`src/cip_pkg.sv`:
```
// Constants and types of the control character interpreter.
// Assumes: compiled before every other cip_ design file.
`default_nettype none
package cip_pkg;
    ////////////////////////////////////////////////////////////////////
    // Register map, byte addresses on the AXI4-Lite bus
    localparam int unsigned AW        = 8;
    localparam logic [7:0]  REG_CTRL  = 8'h00;
    localparam logic [7:0]  REG_STAT  = 8'h04;
    localparam logic [7:0]  REG_MASK  = 8'h08;
    localparam logic [7:0]  REG_STATE = 8'h0c;
    localparam logic [7:0]  REG_DLE   = 8'h10;
    localparam logic [7:0]  REG_TBL   = 8'h40;
    localparam logic [7:0]  DLE_RESET = 8'h10;
    localparam int unsigned CTRL_LRC  = 0;
    localparam int unsigned CTRL_CMD  = 1;
    localparam logic [1:0]  RESP_OK   = 2'h0;
    localparam logic [1:0]  RESP_ERR  = 2'h2;
    ////////////////////////////////////////////////////////////////////
    // Word layout: byte 0 high half, bit 0 is the MSB of each byte
    localparam int unsigned B0_ITB    = 15;
    localparam int unsigned B0_END    = 14;
    localparam int unsigned B0_ABORT  = 13;
    localparam int unsigned B0_STBCC  = 12;
    localparam int unsigned B0_SUPCH  = 11;
    localparam int unsigned B0_MON    = 9;
    localparam int unsigned B0_STCH   = 8;
    localparam int unsigned B1_EXCL   = 3;
    localparam int unsigned B1_RSTTR  = 2;
    localparam int unsigned B1_SETTR  = 1;
    localparam int unsigned B1_SKIP   = 0;
    localparam logic [15:0] WORD_MASK = 16'hff0f;
    ////////////////////////////////////////////////////////////////////
    // Sticky event bits
    localparam int unsigned NEV       = 6;
    localparam int unsigned EV_END    = 0;
    localparam int unsigned EV_ITB    = 1;
    localparam int unsigned EV_ABORT  = 2;
    localparam int unsigned EV_MON    = 3;
    localparam int unsigned EV_BCCERR = 4;
    localparam int unsigned EV_TRANS  = 5;

    typedef enum logic [2:0]
    {
        FLOW_RUN   = 3'b001,
        FLOW_CHECK = 3'b010,
        FLOW_HALT  = 3'b100
    } cip_flow_e;

    typedef struct packed {
        logic [7:0] data;
        logic       ctrl;
        logic [3:0] word;
        logic       dir_out;
    } cip_char_s;

    typedef struct packed {
        logic itb, fin, abort, stbcc, supch, mon, stch;
        logic excl, rsttr, settr, skip;
    } cip_fn_s;

    // End plus monitor acts as intermediate block only
    function automatic cip_fn_s cip_decode(input logic [15:0] w);
        cip_fn_s f;
        f.itb   = w[B0_ITB] | (w[B0_END] & w[B0_MON]);
        f.fin   = w[B0_END] & ~w[B0_MON];
        f.mon   = w[B0_MON] & ~w[B0_END];
        f.abort = w[B0_ABORT];
        f.stbcc = w[B0_STBCC];
        f.supch = w[B0_SUPCH];
        f.stch  = w[B0_STCH];
        f.excl  = w[B1_EXCL];
        f.rsttr = w[B1_RSTTR];
        f.settr = w[B1_SETTR];
        f.skip  = w[B1_SKIP];
        return f;
    endfunction : cip_decode
endpackage : cip_pkg
`default_nettype wire

```
`src/cip_interp_table.sv`:
```
// Sixteen-word interpretation table, one write and two read ports.
// Assumes: writes come from the register block, reads are combinational.
`timescale 1ns/10ps
`default_nettype none
module cip_interp_table
    import cip_pkg::*;
#(
    parameter int unsigned DEPTH = 16
)
(
    // Clock and reset
    input  wire logic                     aclk,
    input  wire logic                     aresetn,
    // Write port
    input  wire logic                     we,
    input  wire logic [$clog2(DEPTH)-1:0] waddr,
    input  wire logic [15:0]              wdata,
    // Read ports
    input  wire logic [$clog2(DEPTH)-1:0] raddr_a,
    output logic      [15:0]              rdata_a,
    input  wire logic [$clog2(DEPTH)-1:0] raddr_b,
    output logic      [15:0]              rdata_b
);
    typedef struct packed {
        logic [DEPTH-1:0][15:0] w;
    } cip_tbl_s;

    cip_tbl_s q, d;

    always_comb
    begin
        d = q;
        if (we)
        begin
            d.w[waddr] = wdata & WORD_MASK;
        end
    end

    always_ff @(posedge aclk)
    begin
        if (!aresetn)
            q <= '0;
        else
            q <= d;
    end

    assign rdata_a = q.w[raddr_a];
    assign rdata_b = q.w[raddr_b];
endmodule : cip_interp_table
`default_nettype wire

```
`src/cip_block_check.sv`:
```
// Longitudinal block check accumulator (byte-wise XOR).
// Assumes: clear drops the old sum and both add inputs of the cycle.
`timescale 1ns/10ps
`default_nettype none
module cip_block_check
    import cip_pkg::*;
(
    // Clock and reset
    input  wire logic       aclk,
    input  wire logic       aresetn,
    // Control
    input  wire logic       clr,
    input  wire logic       a_en,
    input  wire logic [7:0] a,
    input  wire logic       b_en,
    input  wire logic [7:0] b,
    // Sum
    output logic      [7:0] acc
);
    typedef struct packed {
        logic [7:0] acc;
    } cip_bcc_s;

    cip_bcc_s q, d;

    always_comb
    begin
        d.acc = q.acc ^ (a_en ? a : 8'h00) ^ (b_en ? b : 8'h00);
        if (clr)
            d.acc = 8'h00;
    end

    always_ff @(posedge aclk)
    begin
        if (!aresetn)
            q <= '0;
        else
            q <= d;
    end

    assign acc = q.acc;
endmodule : cip_block_check
`default_nettype wire

```
`src/cip_char_interp.sv`:
```
// Control character interpreter of a line adapter port, AXI4-Lite regs.
// Assumes: one character per valid cycle, detect lookup done upstream.
//
// Functional notes
// - Byte1 bit4 after start: detected char and preceding DLE skip check
// - That DLE-pair exclusion works only when LRC parity is configured
// - Byte1 bit5 leaves transparent mode, input only, after a DLE
// - Leaving transparent needs end or intermediate-block bit too
// - Byte1 bit6 enters transparent mode both directions, after a DLE
// - Byte1 bit7 keeps the char out of check, ignored when transparent
// - Check-skipped char still goes to host unless suppress-char set
// - End plus monitor acts as intermediate block only
// - Word 0801 means suppress character plus skip block check
// - Word 1101 means start check, start char, skip check together
// - Word 4800 means end plus suppress char, terminator not passed
// - End sets status and halts flow; on input it checks the following block check, on output it sends the check
// - Intermediate block on output sends check and restarts it
// - Suppress-char bit keeps input char from host, input only
//
// Local design decisions: register access over AXI4-Lite and the register offsets.
`timescale 1ns/10ps
`default_nettype none
module cip_char_interp
    import cip_pkg::*;
(
    // Clock and reset
    input  wire logic          aclk,
    input  wire logic          aresetn,
    // AXI4-Lite write
    input  wire logic [AW-1:0] s_axi_awaddr,
    input  wire logic          s_axi_awvalid,
    output logic               s_axi_awready,
    input  wire logic [31:0]   s_axi_wdata,
    input  wire logic [3:0]    s_axi_wstrb,
    input  wire logic          s_axi_wvalid,
    output logic               s_axi_wready,
    output logic      [1:0]    s_axi_bresp,
    output logic               s_axi_bvalid,
    input  wire logic          s_axi_bready,
    // AXI4-Lite read
    input  wire logic [AW-1:0] s_axi_araddr,
    input  wire logic          s_axi_arvalid,
    output logic               s_axi_arready,
    output logic      [31:0]   s_axi_rdata,
    output logic      [1:0]    s_axi_rresp,
    output logic               s_axi_rvalid,
    input  wire logic          s_axi_rready,
    // Character stream from the line or the host
    input  wire logic          char_valid,
    input  wire cip_char_s     char_in,
    // Results
    output logic               pass_valid,
    output logic      [7:0]    pass_char,
    output logic               bcc_valid,
    output logic      [7:0]    bcc_value,
    output logic               transparent,
    output logic               flow_halt,
    output logic               irq
);
    typedef struct packed {
        cip_flow_e        flow;
        logic             lrc, transp, started, acc_on;
        logic             prev_dle, pend_dle, chk;
        logic [7:0]       dle;
        logic [NEV-1:0]   stat, mask;
        logic             irq;
        logic             pass_v;
        logic [7:0]       pass_c;
        logic             bcc_v;
        logic [7:0]       bcc_c;
        logic             aw_ok, w_ok;
        logic [AW-1:0]    awa;
        logic [31:0]      wd;
        logic [3:0]       ws;
        logic             awready, wready, bvalid;
        logic [1:0]       bresp;
        logic             arready, rvalid;
        logic [1:0]       rresp;
        logic [31:0]      rdata;
        logic             tbl_we;
        logic [3:0]       tbl_wa;
        logic [15:0]      tbl_wd;
    } cip_main_s;

    cip_main_s   q, d;
    cip_char_s   c;
    cip_fn_s     fn;
    logic [15:0] word_a, word_b;
    logic [7:0]  acc, acc_nx;
    logic        acc_clr, add_a, add_b, is_dle, drop, skip, on;
    logic [NEV-1:0] ev;
    logic [31:0] wm;
    logic        wr_go;

    function automatic logic is_tbl(input logic [AW-1:0] a);
        return a[AW-1:6] == REG_TBL[AW-1:6];
    endfunction : is_tbl

    function automatic logic [31:0] wmerge(input logic [31:0] o,
                                           input logic [31:0] n,
                                           input logic [3:0]  s);
        logic [31:0] r;
        r = o;
        for (int i = 0; i < 4; i++)
            if (s[i])
                r[8*i +: 8] = n[8*i +: 8];
        return r;
    endfunction : wmerge

    ////////////////////////////////////////////////////////////////////
    cip_interp_table #(
        .DEPTH (16)
    ) u_table (
        .aclk    (aclk),
        .aresetn (aresetn),
        .we      (q.tbl_we),
        .waddr   (q.tbl_wa),
        .wdata   (q.tbl_wd),
        .raddr_a (char_in.word),
        .rdata_a (word_a),
        .raddr_b (wr_go ? q.awa[5:2] : s_axi_araddr[5:2]),
        .rdata_b (word_b)
    );

    cip_block_check u_bcc (
        .aclk    (aclk),
        .aresetn (aresetn),
        .clr     (acc_clr),
        .a_en    (add_a),
        .a       (char_in.data),
        .b_en    (add_b),
        .b       (q.dle),
        .acc     (acc)
    );

    assign c  = char_in;
    assign fn = c.ctrl ? cip_decode(word_a) : '0;
    assign wr_go = q.aw_ok && q.w_ok && !q.bvalid;

    ////////////////////////////////////////////////////////////////////
    always_comb
    begin
        d         = q;
        d.pass_v  = 1'b0;
        d.bcc_v   = 1'b0;
        d.tbl_we  = 1'b0;
        ev        = '0;
        acc_clr   = 1'b0;
        add_a     = 1'b0;
        add_b     = 1'b0;
        is_dle    = c.data == q.dle;
        drop      = fn.excl & q.prev_dle & q.started & q.lrc;
        skip      = fn.skip & ~q.transp;
        on        = q.acc_on | fn.stbcc;
        wm        = 32'h0;
        acc_nx    = acc;
        if (char_valid && q.flow != FLOW_HALT)
        begin
            d.prev_dle = is_dle;
            if (q.chk)
            begin
                // The character after end or ITB is the check byte
                d.chk      = 1'b0;
                d.pend_dle = 1'b0;
                acc_clr    = 1'b1;
                ev[EV_BCCERR] = c.data != acc;
                if (q.flow == FLOW_CHECK)
                    d.flow = FLOW_HALT;
            end
            else
            begin
                d.acc_on   = on;
                d.started  = q.started | fn.stch;
                // DLE is held back until we know if the pair is dropped
                d.pend_dle = is_dle & on;
                add_b      = q.pend_dle & ~drop;
                add_a      = on & ~skip & ~drop & ~is_dle;
                acc_nx     = acc ^ (add_a ? c.data : 8'h00)
                                 ^ (add_b ? q.dle : 8'h00);
                d.pass_v   = ~(fn.supch & ~c.dir_out);
                d.pass_c   = c.data;
                if (fn.settr && q.prev_dle)
                    d.transp = 1'b1;
                else if (fn.rsttr && !c.dir_out && q.prev_dle
                         && (fn.fin || fn.itb))
                    d.transp = 1'b0;
                if (fn.itb)
                begin
                    ev[EV_ITB] = 1'b1;
                    if (c.dir_out)
                    begin
                        d.bcc_v = 1'b1;
                        d.bcc_c = acc_nx;
                        acc_clr = 1'b1;
                    end
                    else
                        d.chk = 1'b1;
                end
                if (fn.fin)
                begin
                    ev[EV_END] = 1'b1;
                    if (c.dir_out)
                    begin
                        d.bcc_v = 1'b1;
                        d.bcc_c = acc_nx;
                        d.flow  = FLOW_HALT;
                    end
                    else
                    begin
                        d.chk  = 1'b1;
                        d.flow = FLOW_CHECK;
                    end
                end
                if (fn.abort && !c.dir_out && q.started)
                begin
                    ev[EV_ABORT] = 1'b1;
                    d.flow       = FLOW_HALT;
                end
                ev[EV_MON] = fn.mon & c.dir_out;
            end
        end
        ev[EV_TRANS] = d.transp != q.transp;

        ////////////////////////////////////////////////////////////////
        // Write channel: address and data taken in either order
        if (s_axi_awvalid && q.awready)
        begin
            d.aw_ok = 1'b1;
            d.awa   = s_axi_awaddr;
        end
        if (s_axi_wvalid && q.wready)
        begin
            d.w_ok = 1'b1;
            d.wd   = s_axi_wdata;
            d.ws   = s_axi_wstrb;
        end
        if (q.bvalid && s_axi_bready)
            d.bvalid = 1'b0;
        if (wr_go)
        begin
            d.aw_ok  = 1'b0;
            d.w_ok   = 1'b0;
            d.bvalid = 1'b1;
            d.bresp  = RESP_OK;
            if (is_tbl(q.awa))
            begin
                wm       = wmerge({16'h0, word_b}, q.wd, q.ws);
                d.tbl_we = 1'b1;
                d.tbl_wa = q.awa[5:2];
                d.tbl_wd = wm[15:0];
            end
            else
            begin
                case (q.awa)
                    REG_CTRL:
                    begin
                        wm    = wmerge({30'h0, 1'b0, q.lrc}, q.wd, q.ws);
                        d.lrc = wm[CTRL_LRC];
                        if (wm[CTRL_CMD])
                        begin
                            // New command restarts the data flow
                            d.flow     = FLOW_RUN;
                            d.chk      = 1'b0;
                            d.started  = 1'b0;
                            d.acc_on   = 1'b0;
                            d.pend_dle = 1'b0;
                            acc_clr    = 1'b1;
                        end
                    end
                    REG_MASK:
                    begin
                        wm     = wmerge({26'h0, q.mask}, q.wd, q.ws);
                        d.mask = wm[NEV-1:0];
                    end
                    REG_DLE:
                    begin
                        wm    = wmerge({24'h0, q.dle}, q.wd, q.ws);
                        d.dle = wm[7:0];
                    end
                    REG_STAT, REG_STATE: ;
                    default: d.bresp = RESP_ERR;
                endcase
            end
        end
        d.awready = ~d.aw_ok & ~d.bvalid;
        d.wready  = ~d.w_ok & ~d.bvalid;

        ////////////////////////////////////////////////////////////////
        // Read channel; a status read clears it, a new event wins
        d.stat = q.stat;
        if (q.rvalid && s_axi_rready)
            d.rvalid = 1'b0;
        if (s_axi_arvalid && q.arready)
        begin
            d.rvalid = 1'b1;
            d.rresp  = RESP_OK;
            d.rdata  = 32'h0;
            if (is_tbl(s_axi_araddr))
                d.rdata = {16'h0, word_b};
            else
            begin
                case (s_axi_araddr)
                    REG_CTRL:  d.rdata = {31'h0, q.lrc};
                    REG_STAT:
                    begin
                        d.rdata = {26'h0, q.stat};
                        d.stat  = '0;
                    end
                    REG_MASK:  d.rdata = {26'h0, q.mask};
                    REG_STATE: d.rdata = {16'h0, acc, q.flow, q.chk,
                                          q.started, q.acc_on, q.transp,
                                          q.pend_dle};
                    REG_DLE:   d.rdata = {24'h0, q.dle};
                    default:   d.rresp = RESP_ERR;
                endcase
            end
        end
        // Table read port is lent to the write merge for one cycle
        d.arready = ~d.rvalid & ~(d.aw_ok & d.w_ok & ~d.bvalid);
        d.stat    = d.stat | ev;
        d.irq     = |(d.stat & d.mask);
    end

    always_ff @(posedge aclk)
    begin
        if (!aresetn)
        begin
            q      <= '0;
            q.flow <= FLOW_RUN;
            q.dle  <= DLE_RESET;
        end
        else
            q <= d;
    end

    assign s_axi_awready = q.awready;
    assign s_axi_wready  = q.wready;
    assign s_axi_bvalid  = q.bvalid;
    assign s_axi_bresp   = q.bresp;
    assign s_axi_arready = q.arready;
    assign s_axi_rvalid  = q.rvalid;
    assign s_axi_rresp   = q.rresp;
    assign s_axi_rdata   = q.rdata;
    assign pass_valid    = q.pass_v;
    assign pass_char     = q.pass_c;
    assign bcc_valid     = q.bcc_v;
    assign bcc_value     = q.bcc_c;
    assign transparent   = q.transp;
    assign flow_halt     = q.flow[2];
    assign irq           = q.irq;

    logic run;
    assign run = char_valid && q.flow == FLOW_RUN && !q.chk && c.ctrl;
endmodule : cip_char_interp
`default_nettype wire

```
`config.mk`:
```
export PLATFORM = sky130hd
export DESIGN_NAME = cip_char_interp
export DESIGN_NICKNAME = d
export VERILOG_FILES = /design/src/cip_pkg.sv /design/src/cip_interp_table.sv /design/src/cip_block_check.sv /design/src/cip_char_interp.sv
export SDC_FILE = /design/constraint.sdc
export NUM_CORES = 1
export LEC_CHECK = 0
export BUFFER_PORTS_ARGS = -buffer_cell sky130_fd_sc_hd__buf_2
export CORE_MARGIN = 1.5
export CORE_UTILIZATION = 60
export DETAILED_ROUTE_END_ITERATION = 8
export PLACE_DENSITY_LB_ADDON = 0.3
export SYNTH_ARGS = -nofsm -noshare
export SYNTH_HDL_FRONTEND = slang
export SYNTH_SLANG_ARGS = --single-unit
```
`constraint.sdc`:
```
create_clock -name aclk -period 3.4 [get_ports aclk]
set_input_delay 0.51 -clock aclk [delete_from_list [all_inputs] [get_ports aclk]]
set_output_delay 0.51 -clock aclk [all_outputs]
set_load 0.01 [all_outputs]
```
# After elaboration in Yosys (flattened, before gate mapping)
# Index checks and enable logic that the tools add are counted.
[word_totals]
latchBits = 0
inputBits = 74
rom_bits = 0
wordCells = 235
output_inout_bits = 62
memories = 0
mem_bits_rw = 0
regBits = 403
[classes]
n_reduce_logical = 30
eq_ne = 16
bitwise_logic = 45
addsub = 0
n_mul = 0
mux = 91
n_shift = 0
div = 0
order_cmp = 4
[op_table]
columns = ["operator", "count"]
rows = [
  ["256-bit bitwise mux", 1],
  ["16-bit binary-select mux with 4-bit select", 2],
  ["16-bit one-hot mux with 5 select lines", 1],
  ["16-bit demux with 4-bit select", 1],
  ["16-bit 2-to-1 mux", 4],
  ["8-bit 2-to-1 mux", 8],
  ["6-bit 2-to-1 mux", 8],
  ["9-bit 2-to-1 mux", 4],
  ["35-bit 2-to-1 mux", 1],
  ["8-bit by 4-bit equality test with 1-bit output, second input constant", 4],
  ["2-bit 2-to-1 mux", 16],
  ["8-bit bitwise XOR", 4],
  ["3-bit 2-to-1 mux", 9],
  ["1-bit 2-to-1 mux", 26],
  ["21-bit 2-to-1 mux", 1],
  ["10-bit 2-to-1 mux", 2],
  ["4-bit 2-to-1 mux", 5],
  ["1-bit AND", 19],
  ["1-bit inverter", 17],
  ["8-bit by 3-bit equality test with 1-bit output, second input constant", 2],
  ["8-bit by 5-bit equality test with 1-bit output, second input constant", 2],
  ["8-bit logical NOT", 2],
  ["1-bit logical AND", 15],
  ["4-bit by 5-bit < comparator with 1-bit output, second input constant", 3],
  ["other kinds (21)", 29],
]

# Longest topological paths before layout
# Gate-level depths: netlist of the first run.
[logic_depth]
depth_word = 18
mapped_depth = 11
ltp_nobuf = 8

# Modules after synthesis
# Synthesis of the first run repeated with hierarchy kept, for this count alone.
[hier_totals]
cells_unflattened = 1860
area_unflattened_um2 = 17151.4
[modules_own_cells]
columns = ["module", "seq_area_each_um2", "cells_each", "area_per_inst_um2", "n_inst"]
rows = [
  ["cip_interp_table", 3843.7, 1122, 10844.2, 1],
  ["cip_char_interp", 2422.3, 676, 5788.1, 1],
  ["cip_block_check", 160.2, 62, 519.2, 1],
]

# Least setup slack after synthesis of the first run
# No wires, ideal clock.
[synth_path]
kind = "input port to flip-flop"
start = "input port char_in[3] in the netlist's numbering"
end = "register u_bcc.q (netlist bit u_bcc.acc[7])"
t_required_ns = 3.277
cell_stages = 9
n_path_buf = 2
arrival_ns = 2.623
setup_ns = 0.123
slack_ns = 0.654
cell_sequence = "buf_6 buf_12 mux2i_1 mux4_2 o221ai_2 nand3_4 or3b_1 a21oi_1 mux2_1"
[synth_via]
elab_chain_len = 14
elab_cells_between_ends = 32
cone_classes = "16 x mux; 15 x bitwise; 1 x reduce/logical"
[synth_rtl]
columns = ["element", "line", "source"]
rows = [
  ["start, declared", "cip_char_interp.sv:50", "input wire cip_char_s char_in,"],
  ["16-bit binary-select mux with 4-bit select *", "cip_interp_table.sv:47", "assign rdata_a = q.w[raddr_a];"],
  ["16-bit 2-to-1 mux (implied by the code) *", "cip_interp_table.sv:47", ""],
  ["11-bit 2-to-1 mux *", "cip_char_interp.sv:137", "assign fn = c.ctrl ? cip_decode(word_a) : '0;"],
  ["1-bit AND (3 in a row)", "cip_char_interp.sv:152", "drop = fn.excl & q.prev_dle & q.started & q.lrc;"],
  ["1-bit inverter", "cip_char_interp.sv:176, cip_char_interp.sv:177", ""],
  ["1-bit AND (2 in a row)", "cip_char_interp.sv:177", "add_a = on & ~skip & ~drop & ~is_dle;"],
  ["1-bit 2-to-1 mux", "cip_char_interp.sv:160", "if (q.chk)"],
  ["1-bit 2-to-1 mux", "cip_char_interp.sv:157", "if (char_valid && q.flow != FLOW_HALT)"],
  ["8-bit 2-to-1 mux", "cip_block_check.sv:28", "d.acc = q.acc ^ (a_en ? a : 8'h00) ^ (b_en ? b : 8'h00);"],
  ["8-bit bitwise XOR (2 in a row)", "cip_block_check.sv:28", ""],
  ["end signal, assigned", "cip_block_check.sv:36", "q <= '0;"],
  ["end signal, assigned", "cip_block_check.sv:38", "q <= d;"],
  ["end, declared", "cip_block_check.sv:24", "cip_bcc_s q, d;"],
]
# Every way passes the cells marked *; elsewhere a longest branch is shown, timed or not. The select of a mux whose other input is x is not followed.
# A chain may end at the register's enable or synchronous reset.

# Worst setup path after layout of the first run
[layout_path]
start = "register q (netlist bit s_axi_bvalid)"
end = "register q (netlist bit s_axi_rdata[14])"
[layout_via]
elab_chain_len = 6
[layout_rtl]
columns = ["element", "line", "source"]
rows = [
  ["start, declared", "cip_char_interp.sv:85", "cip_main_s q, d;"],
  ["1-bit logical NOT", "cip_char_interp.sv:138", "assign wr_go = q.aw_ok && q.w_ok && !q.bvalid;"],
  ["1-bit logical AND", "cip_char_interp.sv:138", ""],
  ["4-bit 2-to-1 mux", "cip_char_interp.sv:121", ".raddr_b (wr_go ? q.awa[5:2] : s_axi_araddr[5:2]),"],
  ["16-bit binary-select mux with 4-bit select", "cip_interp_table.sv:48", "assign rdata_b = q.w[raddr_b];"],
  ["16-bit 2-to-1 mux (implied by the code)", "cip_interp_table.sv:48", ""],
  ["16-bit 2-to-1 mux", "cip_char_interp.sv:298", "if (is_tbl(s_axi_araddr))"],
]
# No other way between the ends. The select of a mux whose other input is x is not followed.

==> out/qor.csv, run 1 <==
stage;metric;value;unit
run_status;status;complete, but fails checks;
run_status;violations;design-rule violations;
detailed_routing;via_per_inst;6.35;
detailed_routing;wl;48600;um
clock_tree;clkLatencyLatePin;0.53;ns
timing;fin_crit_sh;87.7;%
cells_and_area;drive_above_1_share;14.0;%
timing;min_period;2.98;ns
detailed_routing;drc;7;
clock_tree;cts_resized;0;
cells_and_area;final_common_cell;dfxtp_1;
synthesis;synth_edf_count;0;
timing;worst_pin_slew;1.14;ns
synthesis;postSynth.asyncResetShare;0;%
detailed_routing;post_drt_wl_per_cell;22.2;um
clock_tree;cts_buffers;35;
clock_tree;clk_path_buf_depth;3;
power;power;0.00823;W
floorplan;die_height;167;um
detailed_routing;detail-route-antenna-nets;0;
detailed_routing;vias;13900;
setup_path;cp.arrival;3.40;ns
cells_and_area;diodes;0;
timing;holdWs;0.217;ns
synthesis;synth_top_area_share;39.5;%
synthesis;synthFlopType;dfxtp_1;
grt;antenna_found_initial;1;
flow_run;drv_cap;0;
clock_tree;cts.clk_slew.worst_paths;0.06;ns
synthesis;ys_warn_count;0;
grt;grt_max_degree;139;
setup_path;cp_max_fo;40;
synthesis;synth_area_leaders;dfxtp_1 39%, mux2i_1 18%, nand2_1 7.2%;
grt;grt_usage;34.6;%
floorplan;die_area;0.0278;sq mm
setup_path;path_class;flop to flop;
setup_path;critPathMaxStageDelay;0.41;ns
synthesis;synth_seq_area_share;39.5;%
setup_path;path_delay_family;multiplexers;
placed_design;io_buffer_count;99;
timing;setup_tns;0;ns
timing;rsz0062_at_grt;no;
cells_and_area;fin_nets;1904;
setup_path;start_kind;flop;
setup_path;cp_num_buf_inv;2;
clock_tree;post_cts.repair.setup_buffers;0;
placed_design;dp_hpwl;32400;um
setup_path;crit_slowest_cell;nand3b_1;
grt;grt_pass1_vias;13400;
floorplan;ios;136;
setup_path;cp.required;3.81;ns
cells_and_area;area_delta_synth_final;10.7;%
timing;drv_slew;0;
setup_path;crit_path_cell_trace;nand3b_1, mux2i_4, buf_12, buf_12, mux2i_1, mux2i_1, a22oi_1, nand2_1, o31a_1;
floorplan;die_w;167;um
timing;setup_viol;0;
timing;fin_skew;0.0175;ns
timing;hold_violations;0;
detailed_routing;drt-initial-drc-count;1655;
synthesis;ys_ff_latch;317;
detailed_routing;drt_first_pass_iters;8;
floorplan;num_rows;59;
clock_tree;clock-sinks;317;
power;leakage;7.04;nW
min_path;hp-class;input pin to flop;
clock_tree;htree_levels;2;
floorplan;core;0.0262;sq mm
synthesis;synth_area_leader_cell;dfxtp_1;
synthesis;avgSynthCellArea;8.87;sq um
grt;grt-ovfl-total;0;
cells_and_area;mostFrequentLayoutCells;317 x dfxtp_1, 309 x nand2_1, 283 x mux2i_1;
power;irDropWorstVdd;0.497;mV
synthesis;ys_types;65;
synthesis;syn_area;0.0161;sq mm
clock_tree;cts_tree;done;
setup_path;worst_setup_path_end_kind;flop;
timing;slew_headroom;23.6;%
grt;grt_first_pass_wirelength;75000;um
clock_tree;root_buffer;clkbuf_16;
placed_design;gp_congestion;0.957;
power;p_per_area;462;mW/mm^2
floorplan;start_util;61.4;%
timing;max_freq;0.335;GHz
clock_tree;hold_buffers;0;
synthesis;netlist_instances;1814;
==> layer usage <==
| layer | part of all wire (%) | wire [um] | track usage, % | up-vias |
|---|---|---|---|---|
| li1 | - | - | - | 6314 |
| met1 | 40 | 19400 | 45.0 | 6647 |
| met2 | 44 | 21500 | 53.7 | 735 |
| met3 | 9.3 | 4520 | 6.30 | 210 |
| met4 | 6.4 | 3130 | 21.1 | 2 |
| met5 | 0.021 | 10 | 0 | - |
==> kinds of logic (layout without fill, tap and decap cells) <==
group	after synthesis	count (layout)	synth area share (%)
buffers and inverters	211	236	6.61
muxes	330	330	24.2
AOI/OAI and AO/OA	339	339	12.5
xor gates and xnor gates	30	30	1.72
other	1	18	0.0233
DFF	317	317	39.5
and+or+nand+nor	586	586	15.5
==> synthesized netlist by cell type, types with 3 or more instances <==
cell type,number
dfxtp_1,317
nand2_1,309
mux2i_1,285
a21oi_1,198
nor2_1,158
clkbuf_1,95
buf_4,54
o21ai_0,35
mux4_2,30
a22oi_1,28
nand3_1,27
a21o_1,24
xnor2_1,21
buf_2,19
nand4_1,16
buf_1,15
inv_1,13
mux4_1,13
clkbuf_2,11
nand2b_1,10
nor2b_1,10
nor3_1,10
a211oi_1,9
a221oi_1,8
and2_1,8
xor2_1,8
nor3b_1,7
a2bb2o_1,6
and3_1,6
o22ai_1,6
nor4_1,5
nand4b_1,4
or2_2,4
a31oi_1,3
nand3b_1,3
or3_1,3
==> worst register-to-register path: cells and delay by family, from the launching register on <==
kind,cells,cell delay [ns]
multiplexers,3,0.68
AND/OR/NAND/NOR,2,0.64
buffers and inverters,2,0.63
AO/OA/AOI/OAI,2,0.56
flip-flops,1,0.37
==> state kept, by name, indices dropped and copies added, names as in the netlist, 8 cells and up <==
register	count
u_bcc.acc	8
u_table.q	192
bcc_value	8
q	73
s_axi_rdata	16
pass_char	8
==> area by class of cell <==
| class | count | area (sq um) |
|---|---|---|
| Clock buffer | 51 | 1020 |
| Clock inverter | 12 | 155 |
| Fill cell | 2038 | 8400 |
| Inverter | 14 | 60.1 |
| Multi-Input combinational cell | 1303 | 8780 |
| Sequential cell | 317 | 6350 |
| Tap cell | 335 | 419 |
| Timing Repair Buffer | 159 | 1030 |
==> power by group <==
part | total, W | switching (W) | leakage (nW) | internal (W)
registers | 0.00379 | 0.0000376 | 2.56 | 0.00376
logic | 0.000556 | 0.000356 | 3.91 | 0.000200
clock network | 0.00388 | 0.00156 | 0.571 | 0.00232
total | 0.00823 | 0.00195 | 7.04 | 0.00627
==> worst paths after layout <==
path                                 startpoint         endpoint  slack, ns  depth (start not counted)
worst max-delay path               s_axi_bvalid  s_axi_rdata[14]       0.42                          9
worst min-delay path            s_axi_awaddr[3]           q[101]       0.22                          3
worst max register to register     s_axi_bvalid  s_axi_rdata[14]       0.42                          9
worst min register to register     pass_char[3]     pass_char[3]       0.45                          2
==> stage by stage <==
step | setup slack (ns) | cell area, sq um | std cells | utilization (%)
floorplan | 0.654 | 16100 | 1831 | -
global placement | 0.297 | 16600 | 2128 | 63.5
detailed placement | 0.191 | 16600 | 2128 | 63.5
CTS | 0.498 | 17800 | 2191 | 68.0
global route | 0.331 | 17800 | 2191 | 68.0
finish | 0.417 | 17800 | 2191 | 68.0
No activity file was read; power rests on OpenSTA's default activity.
==> inputs of run 2 (changes only) <==
- SYNTH_HIERARCHICAL: default -> 1
==> run 2 against run 1 <==
The flow now finishes without violations; critical path depth decreased by 1; highest routed layer unchanged; largest power group is now sequential cells; total power is 2.7% lower; critical endpoint is now s_axi_rdata[10]; die area is 4.6% higher; synthesized cell count is 1.0% higher; register-to-register slack better by 0.07 ns.
==> out/qor.csv, run 2 <==
stage;metric;value;unit
grt;grt_pass1_vias;13900;
detailed_routing;drt-initial-drc-count;1622;
synthesis;netlist_instances;1833;
setup_path;worst_setup_path_end_kind;flop;
timing;hold_violations;0;
floorplan;die_height;171;um
clock_tree;hold_buffers;0;
grt;grt.busiest_layer;met2;
timing;setup_viol;0;
setup_path;start_kind;flop;
detailed_routing;drt_first_pass_iters;5;
timing;holdWs;0.233;ns
power;irDropWorstVdd;0.440;mV
floorplan;die_area;0.0291;sq mm
run_status;status;finished clean;
setup_path;cp.arrival;3.30;ns
cells_and_area;diodes;0;
min_path;hp-class;input pin to flop;
floorplan;num_rows;61;
floorplan;core;0.0277;sq mm
clock_tree;clkLatencyLatePin;0.52;ns
setup_path;path_class;flop to flop;
flow_run;drv_cap;0;
cells_and_area;fin_cells;2187;
floorplan;ios;136;
power;leakage;6.27;nW
detailed_routing;via_per_inst;6.64;
detailed_routing;vias;14500;
placed_design;place_inst;2128;
placed_design;gp_congestion;0.905;
detailed_routing;drc;0;
grt;grt_usage;32.9;%
cells_and_area;drive_above_1_share;17.6;%
clock_tree;clk_path_buf_depth;3;
cells_and_area;fin_nets;1862;
clock_tree;clock-sinks;317;
cells_and_area;final_common_cell;dfxtp_1;
grt;grt-ovfl-total;0;
grt;grtUsageMet2;55.4;%
cells_and_area;largest_reg_flops;192;
cells_and_area;nFillCells;2268;
grt;antenna_found_initial;1;
synthesis;ys_warn_count;6;
detailed_routing;wl;47900;um
detailed_routing;detail-route-antenna-nets;0;
timing;rsz0062_at_grt;no;
grt;met1_usage;40.7;%
timing;max_freq;0.344;GHz
clock_tree;cts_buffers;36;
clock_tree;cts_tree;done;
clock_tree;htree_levels;2;
setup_path;cp_max_fo;23;
timing;setup_tns;0;ns
cells_and_area;mostFrequentLayoutCells;317 x dfxtp_1, 202 x nand3_1, 199 x o21ai_0;
clock_tree;post_cts.repair.setup_buffers;0;
timing;slew_headroom;17.1;%
floorplan;die_w;171;um
timing;fin_skew;0.0111;ns
cells_and_area;multiInputGateArea;0.00918;sq mm
detailed_routing;post_drt_wl_per_cell;21.9;um
timing;worst_pin_slew;1.24;ns
cells_and_area;regArea;0.00635;sq mm
clock_tree;cts_resized;0;
cells_and_area;final_cell_area;0.0180;sq mm
synthesis;syn_area;0.0168;sq mm
placed_design;io_buffer_count;99;
floorplan;start_util;60.8;%
timing;fin_crit_sh;85.5;%
grt;grt_first_pass_wirelength;74600;um
timing;min_period;2.91;ns
grt;grt_max_degree;203;
cells_and_area;utilization;65.1;%
timing;drv_slew;0;
placed_design;place_area;0.0169;sq mm
power;p_per_area;444;mW/mm^2
cells_and_area;area_delta_synth_final;7.10;%
cells_and_area;top_register;u_table/q;
grt;grt_use_met3;5.88;%
placed_design;dp_hpwl;28800;um
clock_tree;cts.clk_slew.worst_paths;0.06;ns
setup_path;cp.required;3.79;ns
clock_tree;root_buffer;clkbuf_16;
synthesis;avgSynthCellArea;9.19;sq um
[run 2: worst max-delay path, stage by stage, from the launching register on]
cell and delay, ns:
dfxtp_1 0.33, nand3b_1 0.24, mux2_2 0.32, buf_4 0.43, mux4_2 0.58, a22oi_1 0.19
nand2_1 0.23, a221oi_1 0.39, nor3_1 0.07
[run 2: stage by stage]
stage / worst slack, ns / total power, W
after floorplan: 0.534 / 0.00424
after global placement: 0.197 / 0.00437
after detailed placement: 0.162 / 0.00438
after CTS: 0.516 / 0.00804
after global routing: 0.385 / 0.00827
final: 0.492 / 0.00800
[run 2: area by class of cell]
| type | instances | share of cell area [%] |
|---|---|---|
| flip-flops and latches | 317 | 35.2 |
| inverters | 8 | 0.166 |
| repair buffers | 146 | 5.06 |
| well taps | 378 | 2.62 |
| clock buffers | 52 | 5.78 |
| multi-input cells | 1279 | 50.8 |
| clock inverters | 7 | 0.354 |
[run 2: final timing paths]
path / depth (start not counted) / endpoint / startpoint / slack (ns)
worst max-delay path: 8 / s_axi_rdata[10] / s_axi_bvalid / 0.49
worst min-delay path: 3 / q[78] / s_axi_wdata[12] / 0.23
worst max register to register: 8 / s_axi_rdata[10] / s_axi_bvalid / 0.49
worst min register to register: 2 / bcc_value[0] / bcc_value[0] / 0.45
[run 2: power by group]
group / internal [W] / total [W] / leakage (nW) / switching [W]
registers: 0.00376 / 0.00380 / 2.56 / 0.0000380
logic: 0.000203 / 0.000510 / 3.17 / 0.000307
clock network: 0.00219 / 0.00370 / 0.548 / 0.00151
total: 0.00615 / 0.00800 / 6.27 / 0.00185
[run 2: layer usage]
layer,vias to the layer above,wire [um]
li1,6521,-
met1,7067,18500
met2,762,23100
met3,174,4200
met4,2,2150
met5,-,13
==> inputs of run 3 (changes only) <==
- ABC_AREA: default -> 1
==> run 3 against run 2 <==
Non-clock buffer count grew 7; global-route usage grew 2.3 points; synthesized cell count grew 46%; first-iteration DRC count grew 29%; largest cell class unchanged; sequential power grew 1%; sequential share of layout area shrank 0.99 points; final cell count grew 40%; critical path depth grew 10; fmax grew 4.2%; clock power grew 5.9%.
==> out/qor.csv, run 3 <==
stage;metric;value;unit
run_status;status;finished clean;
grt;grt-ovfl-total;0;
cells_and_area;fin_nets;2724;
placed_design;place_inst;2991;
timing;max_freq;0.358;GHz
detailed_routing;wl;52600;um
timing;worst_pin_slew;1.17;ns
cells_and_area;fin_cells;3052;
synthesis;avgSynthCellArea;6.38;sq um
grt;grt_usage;35.2;%
synthesis;netlist_instances;2677;
min_path;hp-class;input pin to flop;
timing;setup_tns;0;ns
grt;grt_first_pass_wirelength;81600;um
setup_path;crit_top_cell;nand2_1;
detailed_routing;drc;0;
clock_tree;cts_buffers;35;
detailed_routing;drt-initial-drc-count;2099;
clock_tree;clock-sinks;317;
grt;antenna_found_initial;0;
floorplan;num_rows;61;
setup_path;path_class;input pin to flop;
timing;holdWs;0.239;ns
power;switchingPower;0.00236;W
clock_tree;post_cts.repair.setup_buffers;0;
cells_and_area;final_common_cell;nand2_1;
cells_and_area;largest_reg_flops;192;
detailed_routing;via_per_inst;5.77;
power;switching_share;26.7;%
grt;grt_pass1_vias;15600;
cells_and_area;drive_above_1_share;9.80;%
setup_path;critPathMaxStageDelay;0.50;ns
clock_tree;clkLatencyLatePin;0.52;ns
setup_path;crit_slowest_cell;inv_1;
clock_tree;hold_buffers;0;
cells_and_area;mostFrequentLayoutCells;617 x nand2_1, 382 x nand3_1, 317 x dfxtp_1;
power;clockPowerShare;44.4;%
detailed_routing;vias;17600;
timing;slew_headroom;22.2;%
timing;hold_violations;0;
placed_design;dp_hpwl;34300;um
timing;rsz0062_at_grt;no;
placed_design;place_area;0.0174;sq mm
placed_design;gp_congestion;0.942;
setup_path;cp.arrival;3.21;ns
setup_path;crit_path_cell_trace;buf_2, inv_1, buf_4, nand3_1, nand3_1, nand3_1, nand2_1, nand2_1, nand2_1, nand2_1, nor2_4, nand2_4, nor2_1, nand2_1, inv_2, nand2_1, nand2_1, nor2_1;
cells_and_area;top_register;u_table/q;
cells_and_area;final_cell_area;0.0186;sq mm
setup_path;cp.required;3.82;ns
clock_tree;cts_tree;done;
clock_tree;htree_levels;2;
floorplan;start_util;61.1;%
power;pwr-share-seq;43.5;%
floorplan;core;0.0279;sq mm
cells_and_area;area_delta_synth_final;8.69;%
setup_path;worst_setup_path_end_kind;flop;
timing;drv_slew;0;
setup_path;cp_max_fo;13;
cells_and_area;nFillCells;2479;
grt;grt_max_degree;265;
floorplan;die_height;172;um
setup_path;start_kind;input pin;
detailed_routing;drt_first_pass_iters;6;
clock_tree;clk_path_buf_depth;3;
floorplan;die_area;0.0295;sq mm
power;p_per_area;476;mW/mm^2
power;irDropWorstVdd;0.377;mV
timing;setup_viol;0;
timing;fin_skew;0.0186;ns
synthesis;ys_warn_count;6;
floorplan;ios;136;
power;power.internal;0.00648;W
power;power;0.00884;W
placed_design;io_buffer_count;99;
detailed_routing;detail-route-antenna-nets;0;
flow_run;drv_cap;0;
clock_tree;root_buffer;clkbuf_16;
timing;fin_crit_sh;82.1;%
clock_tree;cts.clk_slew.worst_paths;0.06;ns
timing;min_period;2.79;ns
synthesis;syn_area;0.0171;sq mm
cells_and_area;diodes;0;
power;power_frac_comb;12.2;%
power;leakage;8.52;nW
detailed_routing;post_drt_wl_per_cell;17.2;um
floorplan;die_w;172;um
clock_tree;cts_resized;0;
-- run 3: cell count changes in the layout (fill, tap and decap cells not counted), sizes merged, moves of 52 or more --
cell,change
nand3,+178
nand2,+497
a22oi,-52
o21ai,+62
inv,+318
a21oi,+189
mux4,-93
a21boi,-192
nor2,+120
-- run 3: power groups by stage --
stage	logic, W	registers, W	clock network, W
after floorplan	0.000776	0.00390	0
after global placement	0.00102	0.00392	0
after detailed placement	0.00104	0.00392	0
after CTS	0.00105	0.00384	0.00393
after global routing	0.00118	0.00385	0.00408
final	0.00108	0.00384	0.00392
-- run 3: cell type report --
cell class / instances / area, sq um / area share (%)
multi-input combinational: 1817 / 8360 / 45.0
clock inverter: 11 / 113 / 0.607
sequential: 317 / 6350 / 34.2
tap: 378 / 473 / 2.55
clock buffer: 50 / 1070 / 5.79
inverter: 326 / 1230 / 6.62
timing repair buffer: 153 / 970 / 5.22
-- run 3: through the flow --
step	setup WS, ns	util, %
after floorplan	0.910	-
after global placement	0.219	62.2
after detailed placement	0.174	62.2
after CTS	0.725	66.5
after global routing	0.440	66.5
final	0.608	66.5
-- run 3: worst paths after layout --
kind | start | end | slack, ns | cells after the start
worst max-delay path | char_in[2] | u_bcc/acc[1] | 0.61 | 18
worst min-delay path | s_axi_awaddr[0] | q[98] | 0.24 | 3
worst max register to register | q[107] | s_axi_rdata[0] | 0.64 | 13
worst min register to register | u_table/q[58] | u_table/q[58] | 0.46 | 2
-- run 3: layer usage --
metal / share of wire [%] / wire length (um) / up-vias / track usage (%)
li1: - / - / 8477 / -
met1: 41 / 21500 / 7985 / 47.7
met2: 44 / 22900 / 985 / 54.6
met3: 11 / 5570 / 168 / 5.11
met4: 4.9 / 2600 / 0 / 17.6
met5: 0 / 0 / - / 0
-- run 3: critical path, delay by kind of cell --
family | cells | cell delay [ns]
buffers and inverters | 4 | 1.00
AND/OR/NAND/NOR | 14 | 1.69
